`src/logic/fmpr_pkg.sv`:
```
// constants shared by both ends of the fractional modulator load port
package fmpr_pkg;
  // ==========================================================
  // word and latch addressing
  localparam int unsigned WORD_W = 29;
  localparam int unsigned ADDR_LSB = 0;
  localparam int unsigned ADDR_MSB = 2;
  localparam logic [2:0] ADDR_FREQ = 3'h0;
  localparam logic [2:0] ADDR_PHASE = 3'h1;
  localparam logic [2:0] ADDR_MODREF = 3'h2;
  localparam logic [2:0] ADDR_FUNC = 3'h3;
  localparam logic [2:0] ADDR_CLKDIV = 3'h4;
  // ==========================================================
  // field positions
  localparam int unsigned F12_LSB = 3;
  localparam int unsigned F12_MSB = 14;
  localparam int unsigned INT_LSB = 15;
  localparam int unsigned INT_MSB = 27;
  localparam int unsigned SD_RESET_BIT = 14;
  localparam int unsigned DITHER_BIT = 3;
  localparam int unsigned CDIV_LSB = 7;
  localparam int unsigned CDIV_MSB = 18;
  localparam int unsigned CDMODE_LSB = 19;
  localparam int unsigned CDMODE_MSB = 20;
  // ==========================================================
  // values and modes
  localparam logic [11:0] MOD_MIN = 12'h002;
  localparam logic [11:0] MOD_DITHER_MIN = 12'h032;
  localparam logic [11:0] CDIV_MIN = 12'h001;
  localparam logic [1:0] CDMODE_FASTLOCK = 2'h1;
  localparam logic [1:0] CDMODE_RESYNC = 2'h2;
  localparam logic [1:0] SYNC_TO_REALIGN = 2'h2;
  localparam int unsigned DITHER_W = 21;
  localparam int unsigned DITHER_TAP = 19;
  // ==========================================================
  // timing: 40 MHz system clock
  localparam int unsigned CLK_HZ = 40000000;
  localparam int unsigned CMP_HZ = 20000000;
  localparam int unsigned CMP_DIV = CLK_HZ / CMP_HZ;
  localparam int unsigned SCLK_MAX_HZ = 20000000;
  localparam int unsigned SCLK_HZ = 10000000;
  localparam int unsigned SCLK_HALF = (CLK_HZ + 2 * SCLK_HZ - 1) / (2 * SCLK_HZ);
endpackage

```
`src/logic/fmpr_if.sv`:
```
// three-wire load port joining host and synthesizer control core
interface fmpr_if;
  logic sclk;
  logic sdata;
  logic latch_load_strobe;
  modport host (output sclk, output sdata, output latch_load_strobe);
  modport device (input sclk, input sdata, input latch_load_strobe);
endinterface

```
`src/logic/fmpr_device.sv`:
```
// device end: load port latches, third-order modulator, resync timer
// ==========================================================
module fmpr_device (
  // system
  input  wire logic        clk,
  input  wire logic        nrst,
  // link
  fmpr_if.device           link,
  // modulator output
  output logic [12:0]      int_value,
  output logic signed [3:0] frac_offset,
  output logic             cmp_tick,
  // phase resync, fast lock and dither state
  output logic             sync_pulse,
  output logic             realign_pulse,
  output logic             fast_lock_active,
  output logic             dither_on
);
  logic [fmpr_pkg::WORD_W-1:0] shift_ff;
  logic [fmpr_pkg::WORD_W-1:0] freq_ff, phase_ff, modref_ff, func_ff, cdiv_ff;
  logic                      sclk_d_ff, le_d_ff;
  logic                      sclk_rise, le_rise;
  logic [2:0]                addr;
  logic                      ld_freq, ld_phase, ld_modref, ld_func, ld_cdiv;

  // ==========================================================
  // serial input register and latch decode
  assign sclk_rise = link.sclk & ~sclk_d_ff;
  assign le_rise = link.latch_load_strobe & ~le_d_ff;
  assign addr = shift_ff[fmpr_pkg::ADDR_MSB:fmpr_pkg::ADDR_LSB];

  function automatic logic hit(input logic [2:0] a, input logic [2:0] target);
    hit = (a == target);
  endfunction

  assign ld_freq = le_rise & hit(addr, fmpr_pkg::ADDR_FREQ);
  assign ld_phase = le_rise & hit(addr, fmpr_pkg::ADDR_PHASE);
  assign ld_modref = le_rise & hit(addr, fmpr_pkg::ADDR_MODREF);
  assign ld_func = le_rise & hit(addr, fmpr_pkg::ADDR_FUNC);
  assign ld_cdiv = le_rise & hit(addr, fmpr_pkg::ADDR_CLKDIV);

  always_ff @(posedge clk or negedge nrst) begin
    if (!nrst) begin
      sclk_d_ff <= 1'b0;
      le_d_ff <= 1'b0;
      shift_ff <= '0;
    end else begin
      sclk_d_ff <= link.sclk;
      le_d_ff <= link.latch_load_strobe;
      if (sclk_rise) begin
        shift_ff <= {shift_ff[fmpr_pkg::WORD_W-2:0], link.sdata};
      end
    end
  end

  always_ff @(posedge clk or negedge nrst) begin
    if (!nrst) begin
      freq_ff <= '0;
      phase_ff <= '0;
      modref_ff <= '0;
      func_ff <= '0;
      cdiv_ff <= '0;
    end else begin
      if (ld_freq) freq_ff <= shift_ff;
      if (ld_phase) phase_ff <= shift_ff;
      if (ld_modref) modref_ff <= shift_ff;
      if (ld_func) func_ff <= shift_ff;
      if (ld_cdiv) cdiv_ff <= shift_ff;
    end
  end

  // ==========================================================
  // field extraction
  logic [11:0] mod_raw, modulus, frac_word, phase_word, cdiv_raw, cdiv_val;
  logic [1:0]  cd_mode;
  logic        sd_reset_bit, resync_mode, fastlock_mode;

  assign mod_raw = modref_ff[fmpr_pkg::F12_MSB:fmpr_pkg::F12_LSB];
  assign modulus = (mod_raw < fmpr_pkg::MOD_MIN) ? fmpr_pkg::MOD_MIN : mod_raw;
  assign frac_word = freq_ff[fmpr_pkg::F12_MSB:fmpr_pkg::F12_LSB];
  assign phase_word = phase_ff[fmpr_pkg::F12_MSB:fmpr_pkg::F12_LSB];
  assign int_value = freq_ff[fmpr_pkg::INT_MSB:fmpr_pkg::INT_LSB];
  assign sd_reset_bit = func_ff[fmpr_pkg::SD_RESET_BIT];
  assign dither_on = func_ff[fmpr_pkg::DITHER_BIT];
  assign cdiv_raw = cdiv_ff[fmpr_pkg::CDIV_MSB:fmpr_pkg::CDIV_LSB];
  assign cdiv_val = (cdiv_raw < fmpr_pkg::CDIV_MIN) ? fmpr_pkg::CDIV_MIN : cdiv_raw;
  assign cd_mode = cdiv_ff[fmpr_pkg::CDMODE_MSB:fmpr_pkg::CDMODE_LSB];
  assign resync_mode = (cd_mode == fmpr_pkg::CDMODE_RESYNC);
  assign fastlock_mode = (cd_mode == fmpr_pkg::CDMODE_FASTLOCK);

  // ==========================================================
  // comparison-rate enable from the system clock
  logic [3:0] cmp_cnt_ff;
  always_ff @(posedge clk or negedge nrst) begin
    if (!nrst) begin
      cmp_cnt_ff <= 4'h0;
    end else if (cmp_tick) begin
      cmp_cnt_ff <= 4'h0;
    end else begin
      cmp_cnt_ff <= cmp_cnt_ff + 4'h1;
    end
  end
  assign cmp_tick = (cmp_cnt_ff == 4'(fmpr_pkg::CMP_DIV - 1));

  // ==========================================================
  // third-order cascaded modulator, accumulators modulo the modulus
  logic [11:0] acc1_ff, acc2_ff, acc3_ff;
  logic [11:0] nxt_acc1, nxt_acc2, nxt_acc3;
  logic        c1, c2, c3, c2_d_ff, c3_d_ff, c3_dd_ff;
  logic [fmpr_pkg::DITHER_W-1:0] lfsr_ff;
  logic        lfsr_fb, restart;

  function automatic logic [12:0] mod_add(input logic [11:0] a, input logic [11:0] b,
                                          input logic [11:0] m);
    logic [12:0] s;
    s = {1'b0, a} + {1'b0, b};
    if (s >= {1'b0, m}) begin
      mod_add = {1'b1, 12'(s - {1'b0, m})};
    end else begin
      mod_add = {1'b0, s[11:0]};
    end
  endfunction

  // dither adds a 2^21-period sequence to the first stage
  assign {c1, nxt_acc1} = mod_add(acc1_ff, frac_word + {11'h000, dither_on & lfsr_ff[0]}, modulus);
  assign {c2, nxt_acc2} = mod_add(acc2_ff, nxt_acc1, modulus);
  assign {c3, nxt_acc3} = mod_add(acc3_ff, nxt_acc2, modulus);
  // de Bruijn extension of a 21-bit LFSR covers all 2^21 states
  assign lfsr_fb = lfsr_ff[fmpr_pkg::DITHER_W-1] ^ lfsr_ff[fmpr_pkg::DITHER_TAP-1]
                   ^ (lfsr_ff[fmpr_pkg::DITHER_W-2:0] == '0);
  assign restart = (ld_freq & ~sd_reset_bit) | realign_pulse;

  always_ff @(posedge clk or negedge nrst) begin
    if (!nrst) begin
      acc1_ff <= 12'h000;
      acc2_ff <= 12'h000;
      acc3_ff <= 12'h000;
      c2_d_ff <= 1'b0;
      c3_d_ff <= 1'b0;
      c3_dd_ff <= 1'b0;
      frac_offset <= 4'sh0;
    end else if (restart) begin
      acc1_ff <= (phase_word >= modulus) ? 12'h000 : phase_word;
      acc2_ff <= 12'h000;
      acc3_ff <= 12'h000;
      c2_d_ff <= 1'b0;
      c3_d_ff <= 1'b0;
      c3_dd_ff <= 1'b0;
    end else if (cmp_tick) begin
      acc1_ff <= nxt_acc1;
      acc2_ff <= nxt_acc2;
      acc3_ff <= nxt_acc3;
      c2_d_ff <= c2;
      c3_d_ff <= c3;
      c3_dd_ff <= c3_d_ff;
      frac_offset <= 4'(signed'({3'h0, c1}) + signed'({3'h0, c2}) - signed'({3'h0, c2_d_ff})
                     + signed'({3'h0, c3}) - 4'sh2 * signed'({3'h0, c3_d_ff})
                     + signed'({3'h0, c3_dd_ff}));
    end
  end

  always_ff @(posedge clk or negedge nrst) begin
    if (!nrst) begin
      lfsr_ff <= '0;
    end else if (cmp_tick & dither_on) begin
      lfsr_ff <= {lfsr_ff[fmpr_pkg::DITHER_W-2:0], lfsr_fb};
    end
  end

  // ==========================================================
  // sync timer: divider times modulus comparison periods
  logic [11:0] mcnt_ff, dcnt_ff;
  logic        mwrap, dwrap;
  logic [1:0]  pend_ff;
  logic [11:0] fl_cnt_ff;

  assign mwrap = (mcnt_ff >= modulus - 12'h001);
  assign dwrap = (dcnt_ff >= cdiv_val - 12'h001);
  assign sync_pulse = resync_mode & cmp_tick & mwrap & dwrap;
  assign realign_pulse = sync_pulse & (pend_ff == 2'h1);
  assign fast_lock_active = (fl_cnt_ff != 12'h000);

  always_ff @(posedge clk or negedge nrst) begin
    if (!nrst) begin
      mcnt_ff <= 12'h000;
      dcnt_ff <= 12'h000;
    end else if (~resync_mode) begin
      mcnt_ff <= 12'h000;
      dcnt_ff <= 12'h000;
    end else if (cmp_tick) begin
      mcnt_ff <= mwrap ? 12'h000 : mcnt_ff + 12'h001;
      dcnt_ff <= mwrap ? (dwrap ? 12'h000 : dcnt_ff + 12'h001) : dcnt_ff;
    end
  end

  // a load in the same cycle as a sync restarts the count of two
  always_ff @(posedge clk or negedge nrst) begin
    if (!nrst) begin
      pend_ff <= 2'h0;
    end else if (~resync_mode) begin
      pend_ff <= 2'h0;
    end else if (ld_freq) begin
      pend_ff <= fmpr_pkg::SYNC_TO_REALIGN;
    end else if (sync_pulse && pend_ff != 2'h0) begin
      pend_ff <= pend_ff - 2'h1;
    end
  end

  always_ff @(posedge clk or negedge nrst) begin
    if (!nrst) begin
      fl_cnt_ff <= 12'h000;
    end else if (~fastlock_mode) begin
      fl_cnt_ff <= 12'h000;
    end else if (ld_freq) begin
      fl_cnt_ff <= cdiv_val;
    end else if (cmp_tick && fast_lock_active) begin
      fl_cnt_ff <= fl_cnt_ff - 12'h001;
    end
  end
endmodule

```
`src/flat_wrapper.sv`:
```
// flat-port wrapper written by rule: the top's interface ports become plain ports
module fmpr_device_flat 
  (clk, nrst, int_value, frac_offset, cmp_tick, sync_pulse, realign_pulse, fast_lock_active, dither_on, link_sclk, link_sdata, link_latch_load_strobe);
  fmpr_if link_i ();
  input  wire logic clk;
  input  wire logic nrst;
  output logic [12:0] int_value;
  output logic signed [3:0] frac_offset;
  output logic cmp_tick;
  output logic sync_pulse;
  output logic realign_pulse;
  output logic fast_lock_active;
  output logic dither_on;
  input wire logic [$bits(link_i.sclk)-1:0] link_sclk;
  input wire logic [$bits(link_i.sdata)-1:0] link_sdata;
  input wire logic [$bits(link_i.latch_load_strobe)-1:0] link_latch_load_strobe;
  assign link_i.sclk = link_sclk;
  assign link_i.sdata = link_sdata;
  assign link_i.latch_load_strobe = link_latch_load_strobe;
  fmpr_device u_core (.clk(clk), .nrst(nrst), .link(link_i), .int_value(int_value), .frac_offset(frac_offset), .cmp_tick(cmp_tick), .sync_pulse(sync_pulse), .realign_pulse(realign_pulse), .fast_lock_active(fast_lock_active), .dither_on(dither_on));
endmodule
```
`config.mk`:
```
export PLATFORM = sky130hd
export DESIGN_NAME = fmpr_device_flat
export DESIGN_NICKNAME = d
export VERILOG_FILES = /design/src/logic/fmpr_pkg.sv /design/src/logic/fmpr_if.sv /design/src/logic/fmpr_device.sv /design/src/flat_wrapper.sv
export SDC_FILE = /design/constraint.sdc
export NUM_CORES = 1
export LEC_CHECK = 0
export BUFFER_PORTS_ARGS = -buffer_cell sky130_fd_sc_hd__buf_2
export CORE_ASPECT_RATIO = 0.8
export CORE_UTILIZATION = 64
export DETAILED_ROUTE_END_ITERATION = 10
export PLACE_DENSITY_LB_ADDON = 0.25
export REMOVE_ABC_BUFFERS = 1
export SLEW_MARGIN = 20
export SYNTH_ARGS = -nofsm -noshare
export SYNTH_HDL_FRONTEND = slang
export SYNTH_SLANG_ARGS = --single-unit
```
`constraint.sdc`:
```
create_clock -name clk -period 14.57 [get_ports clk]
set_input_delay 0.7285 -clock clk [delete_from_list [all_inputs] [get_ports clk]]
set_output_delay 0.7285 -clock clk [all_outputs]
set_load 0.01 [all_outputs]
```
Word level (Yosys, flattened, before mapping):

Index checks and enable logic that the tools add are counted.

* register bits after elaboration: 230
* bits of input ports: 5
* output and inout bits: 22
* word-level logic and storage cells: 122

* $add $sub $neg: 19
* $lt $le $gt $ge: 8
* eq/ne operators: 12
* mux-type cells: 32
* bitwise operators: 21
* reductions and logical operators: 9

Operators with widths (number)
* 12-bit two-way mux: 19
* 12-bit by 12-bit adder with 13-bit output: 3
* 13-bit by 12-bit >= comparator with 1-bit output: 3
* 13-bit two-way mux: 3
* 12-bit >= comparator: 3
* 12-bit by 1-bit subtractor with 12-bit output (second input constant): 3
* 12-bit subtractor: 3
* 12-bit by 1-bit adder with 12-bit output (second input constant): 2
* 20-bit logical NOT: 1
* 1-bit AND: 14
* 12-bit by 1-bit adder with 12-bit output: 1
* 12-bit by 1-bit less-than comparator with 1-bit output (second input constant): 1
* 12-bit by 2-bit less-than comparator with 1-bit output (second input constant): 1
* 12-bit nonzero test: 1
* 4-bit by 2-bit adder with 4-bit output: 2
* 3-bit by 2-bit == test with 1-bit output (second input constant): 2
* 1-bit two-way mux: 6
* 2-bit two-way mux: 3
* 3-bit by 2-bit != test with 1-bit output (second input constant): 2
* 4-bit by 1-bit adder with 4-bit output (second input constant): 1
* 2-bit by 1-bit == test with 1-bit output (second input constant): 2
* 4-bit by 1-bit == test with 1-bit output (second input constant): 1
* 4-bit two-way mux: 1
* 1-bit NOT: 4
* 15 further kinds: 19

Depth between registers and ports, before layout:

Gate-level depths: netlist of run 1.

* depth after elaboration: 14
* gate-level depth with buffers: 55

Worst setup path after synthesis of run 1:

Ideal clock, no wire load.

* path kind: register to register
* start: reg u_core.func_ff[3] in the netlist's numbering
* end: reg u_core.frac_offset[1]
* arrival time: 10.845 ns
* data required time: 14.442 ns
* path slack: 3.598 ns
* cell stages (with the launch flop): 48
* cells stage by stage: dfrtp_1 > and2_1 > ha_1 > ha_1 > xor2_1 > ha_1 > o21ai_0 > o211ai_1 > a31oi_1 > o21ba_2 > xnor2_1 > ha_1 > nand4_1 > o311ai_1 > nor4_2 > a21oi_1 > buf_6 > mux2_4 > [... 12 more ...] > buf_4 > mux2_1 > fa_1 > a21o_1 > a221oi_1 > nor2b_1 > xnor2_1 > ha_1 > a21oi_1 > nor2_1 > or4_1 > a21oi_1 > o21a_1 > inv_2 > buf_2 > fa_1 > ha_1 > mux2_1

* longest elaborated chain between the ends: 14
* elaborated cells on any way between the ends: 18

RTL lines
* start, declared: line fmpr_device.sv:20 `logic [fmpr_pkg::WORD_W-1:0] freq_ff, phase_ff, modref_ff, func_ff, cdiv_ff;`
* start signal, assigned: line fmpr_device.sv:67 `if (ld_func) func_ff <= shift_ff;`
* 1-bit AND *: line fmpr_device.sv:125 `assign {c1, nxt_acc1} = mod_add(acc1_ff, frac_word + {11'h000, dither_on & lfsr_ff[0]}, modulus);`
* 12-bit by 1-bit adder with 12-bit output *: line fmpr_device.sv:125
* 12-bit by 12-bit adder with 13-bit output *: line fmpr_device.sv:116 `s = {1'b0, a} + {1'b0, b};`
* 12-bit subtractor / 13-bit by 12-bit >= comparator with 1-bit output (equally long branches): line fmpr_device.sv:118, fmpr_device.sv:117
* 13-bit two-way mux *: line fmpr_device.sv:117 `if (s >= {1'b0, m}) begin`
* 12-bit by 12-bit adder with 13-bit output: line fmpr_device.sv:116
* 12-bit subtractor / 13-bit by 12-bit >= comparator with 1-bit output (equally long branches): line fmpr_device.sv:118, fmpr_device.sv:117
* 13-bit two-way mux: line fmpr_device.sv:117
* 12-bit by 12-bit adder with 13-bit output: line fmpr_device.sv:116
* 13-bit by 12-bit >= comparator with 1-bit output: line fmpr_device.sv:117
* 13-bit two-way mux: line fmpr_device.sv:117
* 4-bit by 2-bit adder with 4-bit output *: line fmpr_device.sv:157 `+ signed'({3'h0, c3}) - 4'sh2 * signed'({3'h0, c3_d_ff})`
* 4-bit by 3-bit subtractor with 4-bit output *: line fmpr_device.sv:157
* 4-bit by 2-bit adder with 4-bit output *: line fmpr_device.sv:158 `+ signed'({3'h0, c3_dd_ff}));`
* end signal, assigned: line fmpr_device.sv:156 `frac_offset <= 4'(signed'({3'h0, c1}) + signed'({3'h0, c2}) - signed'({3'h0, c2_d_ff})`
* end, declared: line fmpr_device.sv:11 `output logic signed [3:0] frac_offset,`

Mark *: on every way between the ends. The rest lies on a longest branch, timed or not.
A chain may end at the register's enable or synchronous reset.

Worst setup path after layout of run 1:

* start: reg u_core.modref_ff[7] in the netlist's numbering
* end: reg u_core.frac_offset[1]

* longest elaborated chain between the ends: 13
* elaborated cells on any way between the ends: 25

RTL lines
* start, declared: line fmpr_device.sv:20
* start signal, assigned: line fmpr_device.sv:66 `if (ld_modref) modref_ff <= shift_ff;`
* 12-bit by 2-bit less-than comparator with 1-bit output: line fmpr_device.sv:79 `assign modulus = (mod_raw < fmpr_pkg::MOD_MIN) ? fmpr_pkg::MOD_MIN : mod_raw;`
* 12-bit two-way mux *: line fmpr_device.sv:79
* 12-bit subtractor / 13-bit by 12-bit >= comparator with 1-bit output (equally long branches): line fmpr_device.sv:118, fmpr_device.sv:117
* 13-bit two-way mux: line fmpr_device.sv:117
* 12-bit by 12-bit adder with 13-bit output: line fmpr_device.sv:116
* 12-bit subtractor / 13-bit by 12-bit >= comparator with 1-bit output (equally long branches): line fmpr_device.sv:118, fmpr_device.sv:117
* 13-bit two-way mux: line fmpr_device.sv:117
* 12-bit by 12-bit adder with 13-bit output: line fmpr_device.sv:116
* 13-bit by 12-bit >= comparator with 1-bit output: line fmpr_device.sv:117
* 13-bit two-way mux: line fmpr_device.sv:117
* 4-bit by 2-bit adder with 4-bit output: line fmpr_device.sv:157
* 4-bit by 3-bit subtractor with 4-bit output: line fmpr_device.sv:157
* 4-bit by 2-bit adder with 4-bit output: line fmpr_device.sv:158

Marks and branches as above.

==> impl_metrics.ini, run 1 <==
[outcome]
status = complete, no violations

[critical_path]
worstPathRequired_ns = 14.95
crit_fanout = 14
cp_slowest_stage_delay_ns = 0.73
crit_arrival_ns = 13.31
r2r_start = u_core.modref_ff[7]
crit_path_end_kind = register
crit_path_start_kind = register
slowest_stage = a311oi_4
startpoint = u_core.modref_ff[7]
critical_path_class = register to register

[yosys]
syn_area_um2 = 13600
ys_ff_latch = 201
synth_edf_count = 0
synthCells = 1436
yosys_warnings = 0
synth_seq_area_share_pct = 37.0
synth.avg_cell_area_um2 = 9.46
ys.flop_type = dfrtp_1
synth_cell_types = 80
async_flop_share_pct = 100

[global_routing]
grtUsageTotal_pct = 30.6
antenna_found_initial = 0
grt_pass1_vias = 10200
gr-total-overflow = 0
grt_first_pass_wirelength_um = 53200
grt_start_max_net_pins = 80

[layout]
antennaDiodeCount = 0
layout_common_cells = dfrtp_1, nand2_1, nor2_1
fillers = 1565
drive_gt1_share_pct = 13.2
final_common_cell = dfrtp_1
nNetsFinal = 1581
syn_to_final_growth_pct = 7.57
final_cell_count_no_fill = 1727

[clocking]
cts_tree = built
clockBufferDepth = 3
clock_sinks = 201
h-tree-depth = 1
insertion_delay_ns = 0.51
cts-resized-gates = 0
postCtsSetupRepairBufs = 0
cts_root_buf = clkbuf_16
clkTransAtPathRegs_ns = 0.06
cts_made_buffers = 21
cts_hold_buf = 0

[placement]
hpwl_um = 23300
finalWeightedCongestion = 0.956
dp.cells = 1691
portBuffers = 26

[drt]
drt_iter0_drc = 1180
vias_per_cell = 6.24
drtAntennaViolNets = 0
wire_per_inst_um = 18.6
dr.pass1.iters = 7
drcViolationCount = 0
routed-via-count = 10800
drt_wl_total_um = 32000

[floorplan]
die_h_um = 132
start_util_pct = 65.4
die_w_um = 165
rows = 47
core_um2 = 20800
die_area_um2 = 21800
pin_count = 27

[min_path]
hp-class = input port to async pin

[job]
drv_cap = 0

[sta]
post-route-period-util_pct = 88.7
rsz0062_at_grt = no
slew_violations = 0
fin_tns_setup_ns = 0
period_minus_slack_ns = 12.92
hold_viol = 0
finalClockSkew_ns = 0.0131
finalSetupViolCount = 0
clock.fmax_mhz = 77.4
slew_headroom_pct = 36.1
worstMarginPinSlew_ns = 0.951
## flip-flops by register name (all words and copies together), names as in the netlist, 4 cells and up
signal and cells:
u_core.acc1_ff 12, u_core.acc2_ff 12, u_core.acc3_ff 12, u_core.cdiv_ff 14
u_core.cmp_cnt_ff 4, u_core.dcnt_ff 12, u_core.fl_cnt_ff 12, u_core.frac_offset 4
u_core.freq_ff 25, u_core.lfsr_ff 21, u_core.mcnt_ff 12, u_core.modref_ff 12
u_core.phase_ff 12, u_core.shift_ff 28
## synth_stat cells, drive strengths merged (8+ instances only)
cell type	count	area (um2)
nand3	35	175
nor3	43	220
buf	25	170
or2	13	81.3
fa	8	160
a211oi	28	220
o211ai	19	143
nor2b	14	87.6
or3	9	61.3
nand2	157	589
dfrtp	201	5030
nand4	13	81.3
ha	123	1540
o21a	21	158
nor4	18	119
a21oi	61	305
mux2i	18	180
nand2b	16	103
inv	61	229
mux2	95	1080
o21ai	79	395
a21o	17	128
clkbuf	25	93.8
and3	17	106
xnor2	69	604
and2	9	56.3
nor2	137	519
xor2	23	201
## metrics by stage
step | hold slack (ns) | instance area, um2 | utilization (%) | setup WS (ns)
3_5_place_dp | 0.457 | 13900 | 66.9 | 2.03
2_1_floorplan | 0.433 | 13300 | - | 3.14
5_1_grt | 0.316 | 14600 | 70.4 | 1.13
4_1_cts | 0.295 | 14600 | 70.4 | 1.98
3_3_place_gp | 0.453 | 13900 | 66.9 | 2.28
6_report | 0.273 | 14600 | 70.4 | 1.65
## cells by family after synthesis
logic type / after synthesis / synth area share (%)
flops: 201 / 37.0
buf+inv: 111 / 3.63
simple gates: 501 / 17.4
fa+ha+maj: 131 / 12.5
xor+xnor: 92 / 5.93
mux: 113 / 9.29
compound gates: 287 / 14.2
## worst max-delay path, delay by kind of cell, from the launching register on
family	cells	cell delay, ns
DFF	1	0.40
adders and majority gates	8	2.79
and+or+nand+nor	9	2.50
xor gates and xnor gates	2	0.32
AOI/OAI and AO/OA	17	4.86
buffers and inverters	4	1.05
muxes	3	0.89
## worst paths after layout
kind | to | slack [ns] | cells past startpoint
min in group clk | u_core.sclk_d_ff | 0.34 | 1
min | u_core.mcnt_ff[10] | 0.27 | 1
min reg2reg | u_core.freq_ff[21] | 0.48 | 2
max in group asynchronous | u_core.acc3_ff[2] | 12.31 | 3
max reg2reg | u_core.frac_offset[1] | 1.65 | 43
max | u_core.frac_offset[1] | 1.65 | 43
## routing by layer
metal	track usage, %	vias to the layer above	wire length (um)
li1	-	5160	-
met1	49.1	5147	15800
met2	42.8	412	13000
met3	5.28	66	2590
met4	6.27	0	606
met5	0	-	0
## cell type report
type	instances	area (um2)	share of cell area, %
Multi-Input combinational cell	1124	8070	55.3
Sequential cell	201	5030	34.4
Clock buffer	27	578	3.96
Tap cell	269	337	2.30
Inverter	61	229	1.57
Timing Repair Buffer	36	214	1.46
Clock inverter	9	149	1.02
Power of run 1 is left out: the tool's default activity adds up to more than one toggle a clock period on the data nets, which glitch-free logic cannot reach.
==> run 2, diff against run 1 <==
==> constraint.sdc (replaced) <==
create_clock -name clk -period 14.57 [get_ports clk]
set_input_delay 2.1855 -clock clk [delete_from_list [all_inputs] [get_ports clk]]
set_output_delay 2.1855 -clock clk [all_outputs]
set_load 0.01 [all_outputs]
==> impl_metrics.ini, run 2 (synthesized netlist as in run 1, its figures left out) <==
[outcome]
status = complete, no violations

[global_routing]
gr-total-overflow = 0
grt_pass1_vias = 10400
grt_first_pass_wirelength_um = 54200
antenna_found_initial = 0
grt_start_max_net_pins = 122
grtUsageTotal_pct = 31.2

[layout]
largestRegisters = u_core.shift_ff (28), u_core.freq_ff (25), u_core.lfsr_ff (21)
nNetsFinal = 1581
layout_common_cells = dfrtp_1, nand2_1, nor2_1
final_common_cell = dfrtp_1
antennaDiodeCount = 0
regMostFlops = u_core.shift_ff
syn_to_final_growth_pct = 7.90
drive_gt1_share_pct = 13.5
largest_reg_flops = 28

[sta]
period_minus_slack_ns = 12.92
post-route-period-util_pct = 88.7
hold_viol = 0
rsz0062_at_grt = no
slew_violations = 0
worstMarginPinSlew_ns = 1.02
finalClockSkew_ns = 0.0101
slew_headroom_pct = 31.4
timing.hold.ws_ns = 0.468
fin_tns_setup_ns = 0
finalSetupViolCount = 0
clock.fmax_mhz = 77.4

[clocking]
clock_sinks = 201
clockBufferDepth = 3
cts_hold_buf = 0
cts_tree = built
insertion_delay_ns = 0.51
h-tree-depth = 1
cts_root_buf = clkbuf_16
clkTransAtPathRegs_ns = 0.06
postCtsSetupRepairBufs = 0
cts_made_buffers = 21
cts-resized-gates = 0

[floorplan]
die_area_um2 = 21800
pin_count = 27
start_util_pct = 65.4
die_h_um = 132
core_um2 = 20800
rows = 47
die_w_um = 165

[critical_path]
crit_fanout = 14
critical_path_class = register to register
rrSetupSlack_ns = 1.65
crit_arrival_ns = 13.31
worstPathRequired_ns = 14.96
cp_slowest_stage_delay_ns = 0.76
crit_buf_inv = 4
crit_family = compound AO/OA/AOI/OAI gates
crit_path_end_kind = register
crit_path_start_kind = register
slowest_stage = a311oi_4
crit_top_cell = ha_1

[drt]
drcViolationCount = 0
vias_per_cell = 6.31
drtAntennaViolNets = 0
dr.pass1.iters = 5
wire_per_inst_um = 18.9
drt_iter0_drc = 967
drt_wl_total_um = 32700
routed-via-count = 10900

[min_path]
hp-class = register to register

[placement]
hpwl_um = 23500
finalWeightedCongestion = 0.950
portBuffers = 26

[job]
drv_cap = 0
## run 2: worst paths after layout
path	start	to	cells past startpoint
max	u_core.modref_ff[7]	u_core.frac_offset[1]	43
min	u_core.freq_ff[15]	u_core.freq_ff[15]	2
max reg2reg	u_core.modref_ff[7]	u_core.frac_offset[1]	43
min reg2reg	u_core.freq_ff[15]	u_core.freq_ff[15]	2
max in group asynchronous	nrst	u_core.modref_ff[5]	3
min in group asynchronous	nrst	u_core.mcnt_ff[9]	1
## run 2: layout make-up
class,count,area (um2)
clock buffers,23,543
clock inverters,15,215
fillers,1535,6110
inverters,61,229
multi-input cells,1124,8070
flip-flops and latches,201,5030
well taps,269,337
repair buffers,36,226
## run 2: per-layer routing
metal | wire length [um] | vias up | global-route usage [%] | share of wire, %
li1 | - | 5154 | - | -
met1 | 16200 | 5278 | 49.9 | 49
met2 | 13700 | 424 | 44.4 | 42
met3 | 2350 | 49 | 4.94 | 7.2
met4 | 550 | 0 | 5.96 | 1.7
met5 | 0 | - | 0 | 0
## run 2: metrics by stage
| stage | instances | utilization (%) | cell area [um2] | setup WS [ns] |
|---|---|---|---|---|
| floorplan | 1386 | - | 13300 | 3.14 |
| global placement | 1690 | 66.8 | 13900 | 2.30 |
| detailed placement | 1690 | 66.8 | 13900 | 2.01 |
| CTS | 1728 | 70.5 | 14600 | 1.95 |
| global route | 1729 | 70.6 | 14700 | 0.970 |
| finish | 1729 | 70.6 | 14700 | 1.65 |
## run 2: worst register-to-register path: cells and delay by family (launching register included)
family                   cells  cell delay, ns
AO/OA/AOI/OAI               16            4.58
AND/OR/NAND/NOR             11            2.98
adder cells (fa/ha/maj)      7            2.34
multiplexers                 3            1.10
buffers and inverters        4            1.06
flip-flops                   1            0.42
XOR/XNOR                     2            0.34
Power of run 2 is left out for the same reason.
==> run 3, diff against run 2 <==
- ABC_AREA: default -> 1
==> impl_metrics.ini, run 3 <==
[outcome]
status = complete, but fails checks
violations = design-rule violations

[drt]
drt_iter0_drc = 1205
dr.pass1.iters = 8
wire_per_inst_um = 16.2
drcViolationCount = 1
routed-via-count = 11800
drt_wl_total_um = 33300
drtAntennaViolNets = 0
vias_per_cell = 5.74

[sta]
fin_tns_setup_ns = 0
post-route-period-util_pct = 80.1
rsz0062_at_grt = no
finalSetupViolCount = 0
worstMarginPinSlew_ns = 0.995
timing.hold.ws_ns = 0.476
hold_viol = 0
slew_violations = 0
slew_headroom_pct = 33.7
clock.fmax_mhz = 85.7
period_minus_slack_ns = 11.67
finalClockSkew_ns = 0.0189

[layout]
layout_common_cells = nand2_1, inv_1, dfrtp_1
finalInstanceArea_um2 = 14800
regMostFlops = u_core.shift_ff
largestRegisters = u_core.shift_ff (28), u_core.freq_ff (25), u_core.lfsr_ff (21)
fin_util_pct = 70.5
antennaDiodeCount = 0
syn_to_final_growth_pct = 6.70
nNetsFinal = 1899
final_common_cell = nand2_1
drive_gt1_share_pct = 6.75
largest_reg_flops = 28

[critical_path]
crit_arrival_ns = 12.12
crit_fanout = 22
critical_path_class = register to register
crit_path_end_kind = register
crit_top_cell = nand2_1
cp_slowest_stage_delay_ns = 0.54
crit_path_start_kind = register
slowest_stage = fa_1
worstPathRequired_ns = 15.02

[clocking]
insertion_delay_ns = 0.53
h-tree-depth = 1
cts_made_buffers = 22
cts_root_buf = clkbuf_16
clockBufferDepth = 3
postCtsSetupRepairBufs = 0
cts_hold_buf = 0
cts_tree = built
cts-resized-gates = 0
clkTransAtPathRegs_ns = 0.07
clock_sinks = 201

[yosys]
synthCells = 1767
yosys_warnings = 0
yosysMostFrequentCell = nand2_1
yosys.area.top_type_share_pct = 36.3
async_flop_share_pct = 100
ys_ff_latch = 201
ys.flop_type = dfrtp_1
synth_cell_types = 55
synth_edf_count = 0
synth_seq_area_share_pct = 36.3
syn_area_um2 = 13800
yosysTopAreaCell = dfrtp_1
synth.area.top_cells = dfrtp_1, nand2_1, ha_1, inv_1, o21ai_0
synth.avg_cell_area_um2 = 7.83
synth.cells.most_frequent = nand2_1, inv_1, dfrtp_1

[global_routing]
gr-total-overflow = 0
grt_start_max_net_pins = 117
grt_pass1_vias = 10900
antenna_found_initial = 0
grt_first_pass_wirelength_um = 55100
grtUsageTotal_pct = 30.9

[floorplan]
start_util_pct = 66.1
pin_count = 27
rows = 47
die_w_um = 166
die_area_um2 = 22200
core_um2 = 20900
die_h_um = 134

[placement]
portBuffers = 26
hpwl_um = 24400
finalWeightedCongestion = 0.956
placed_area_um2 = 14000

[job]
drv_cap = 0

[min_path]
hp-class = register to register
run 3: changes by cell type after synthesis, sizes merged, moves of 38 or more:
cell and delta:
inv +173, mux2 -93, nand2 +283, nand3 +68, nor2 -41, o21ai +86
xnor2 -38, xor2 +48
run 3: cells by family (layout without fill, tap and decap cells):
family / after synthesis / count (layout) / synth area share (%)
xor gates and xnor gates: 102 / 102 / 6.46
adders and majority gates: 131 / 131 / 12.3
muxes: 5 / 5 / 0.380
AOI/OAI and AO/OA: 312 / 312 / 12.6
buffers and inverters: 293 / 304 / 8.74
and+or+nand+nor: 723 / 723 / 23.2
DFF: 201 / 201 / 36.3
run 3: layer usage:
| metal | GRT usage [%] | part of all wire, % | vias to the layer above |
|---|---|---|---|
| met5 | 0 | 0 | - |
| met4 | 7.77 | 2.2 | 0 |
| met3 | 8.35 | 10 | 56 |
| met2 | 43.1 | 39 | 452 |
| met1 | 47.3 | 49 | 5471 |
| li1 | - | - | 5773 |
run 3: stage by stage:
stage	std cells	worst slack, ns
after detailed placement	2008	3.09
after CTS	2047	3.09
final	2047	2.90
after global routing	2047	1.84
after floorplan	1708	4.48
after global placement	2008	3.55
run 3: layout make-up:
type | instances | area [um2]
clock buffers | 29 | 617
clock inverters | 10 | 123
fillers | 1651 | 6170
inverters | 234 | 878
multi-input cells | 1273 | 7600
flip-flops and latches | 201 | 5030
well taps | 269 | 337
repair buffers | 31 | 180
run 3: worst max-delay path: cells and delay by family (launching register included):
family                     cells  cell delay [ns]
adders and majority gates     13             3.93
and+or+nand+nor               26             3.13
AOI/OAI and AO/OA             18             2.86
xor gates and xnor gates       4             0.66
buffers and inverters          9             0.55
DFF                            1             0.38
run 3: final timing paths:
path	from	end	slack, ns	depth (start not counted)
setup reg to reg	u_core.func_ff[3]	u_core.frac_offset[2]	2.90	70
min in group asynchronous	nrst	u_core.mcnt_ff[10]	1.75	1
hold / removal	u_core.cmp_cnt_ff[0]	u_core.cmp_cnt_ff[0]	0.48	1
max in group asynchronous	nrst	u_core.shift_ff[3]	11.49	2
hold reg to reg	u_core.cmp_cnt_ff[0]	u_core.cmp_cnt_ff[0]	0.48	1
setup / recovery	u_core.func_ff[3]	u_core.frac_offset[2]	2.90	70
Power of run 3 is left out for the same reason.
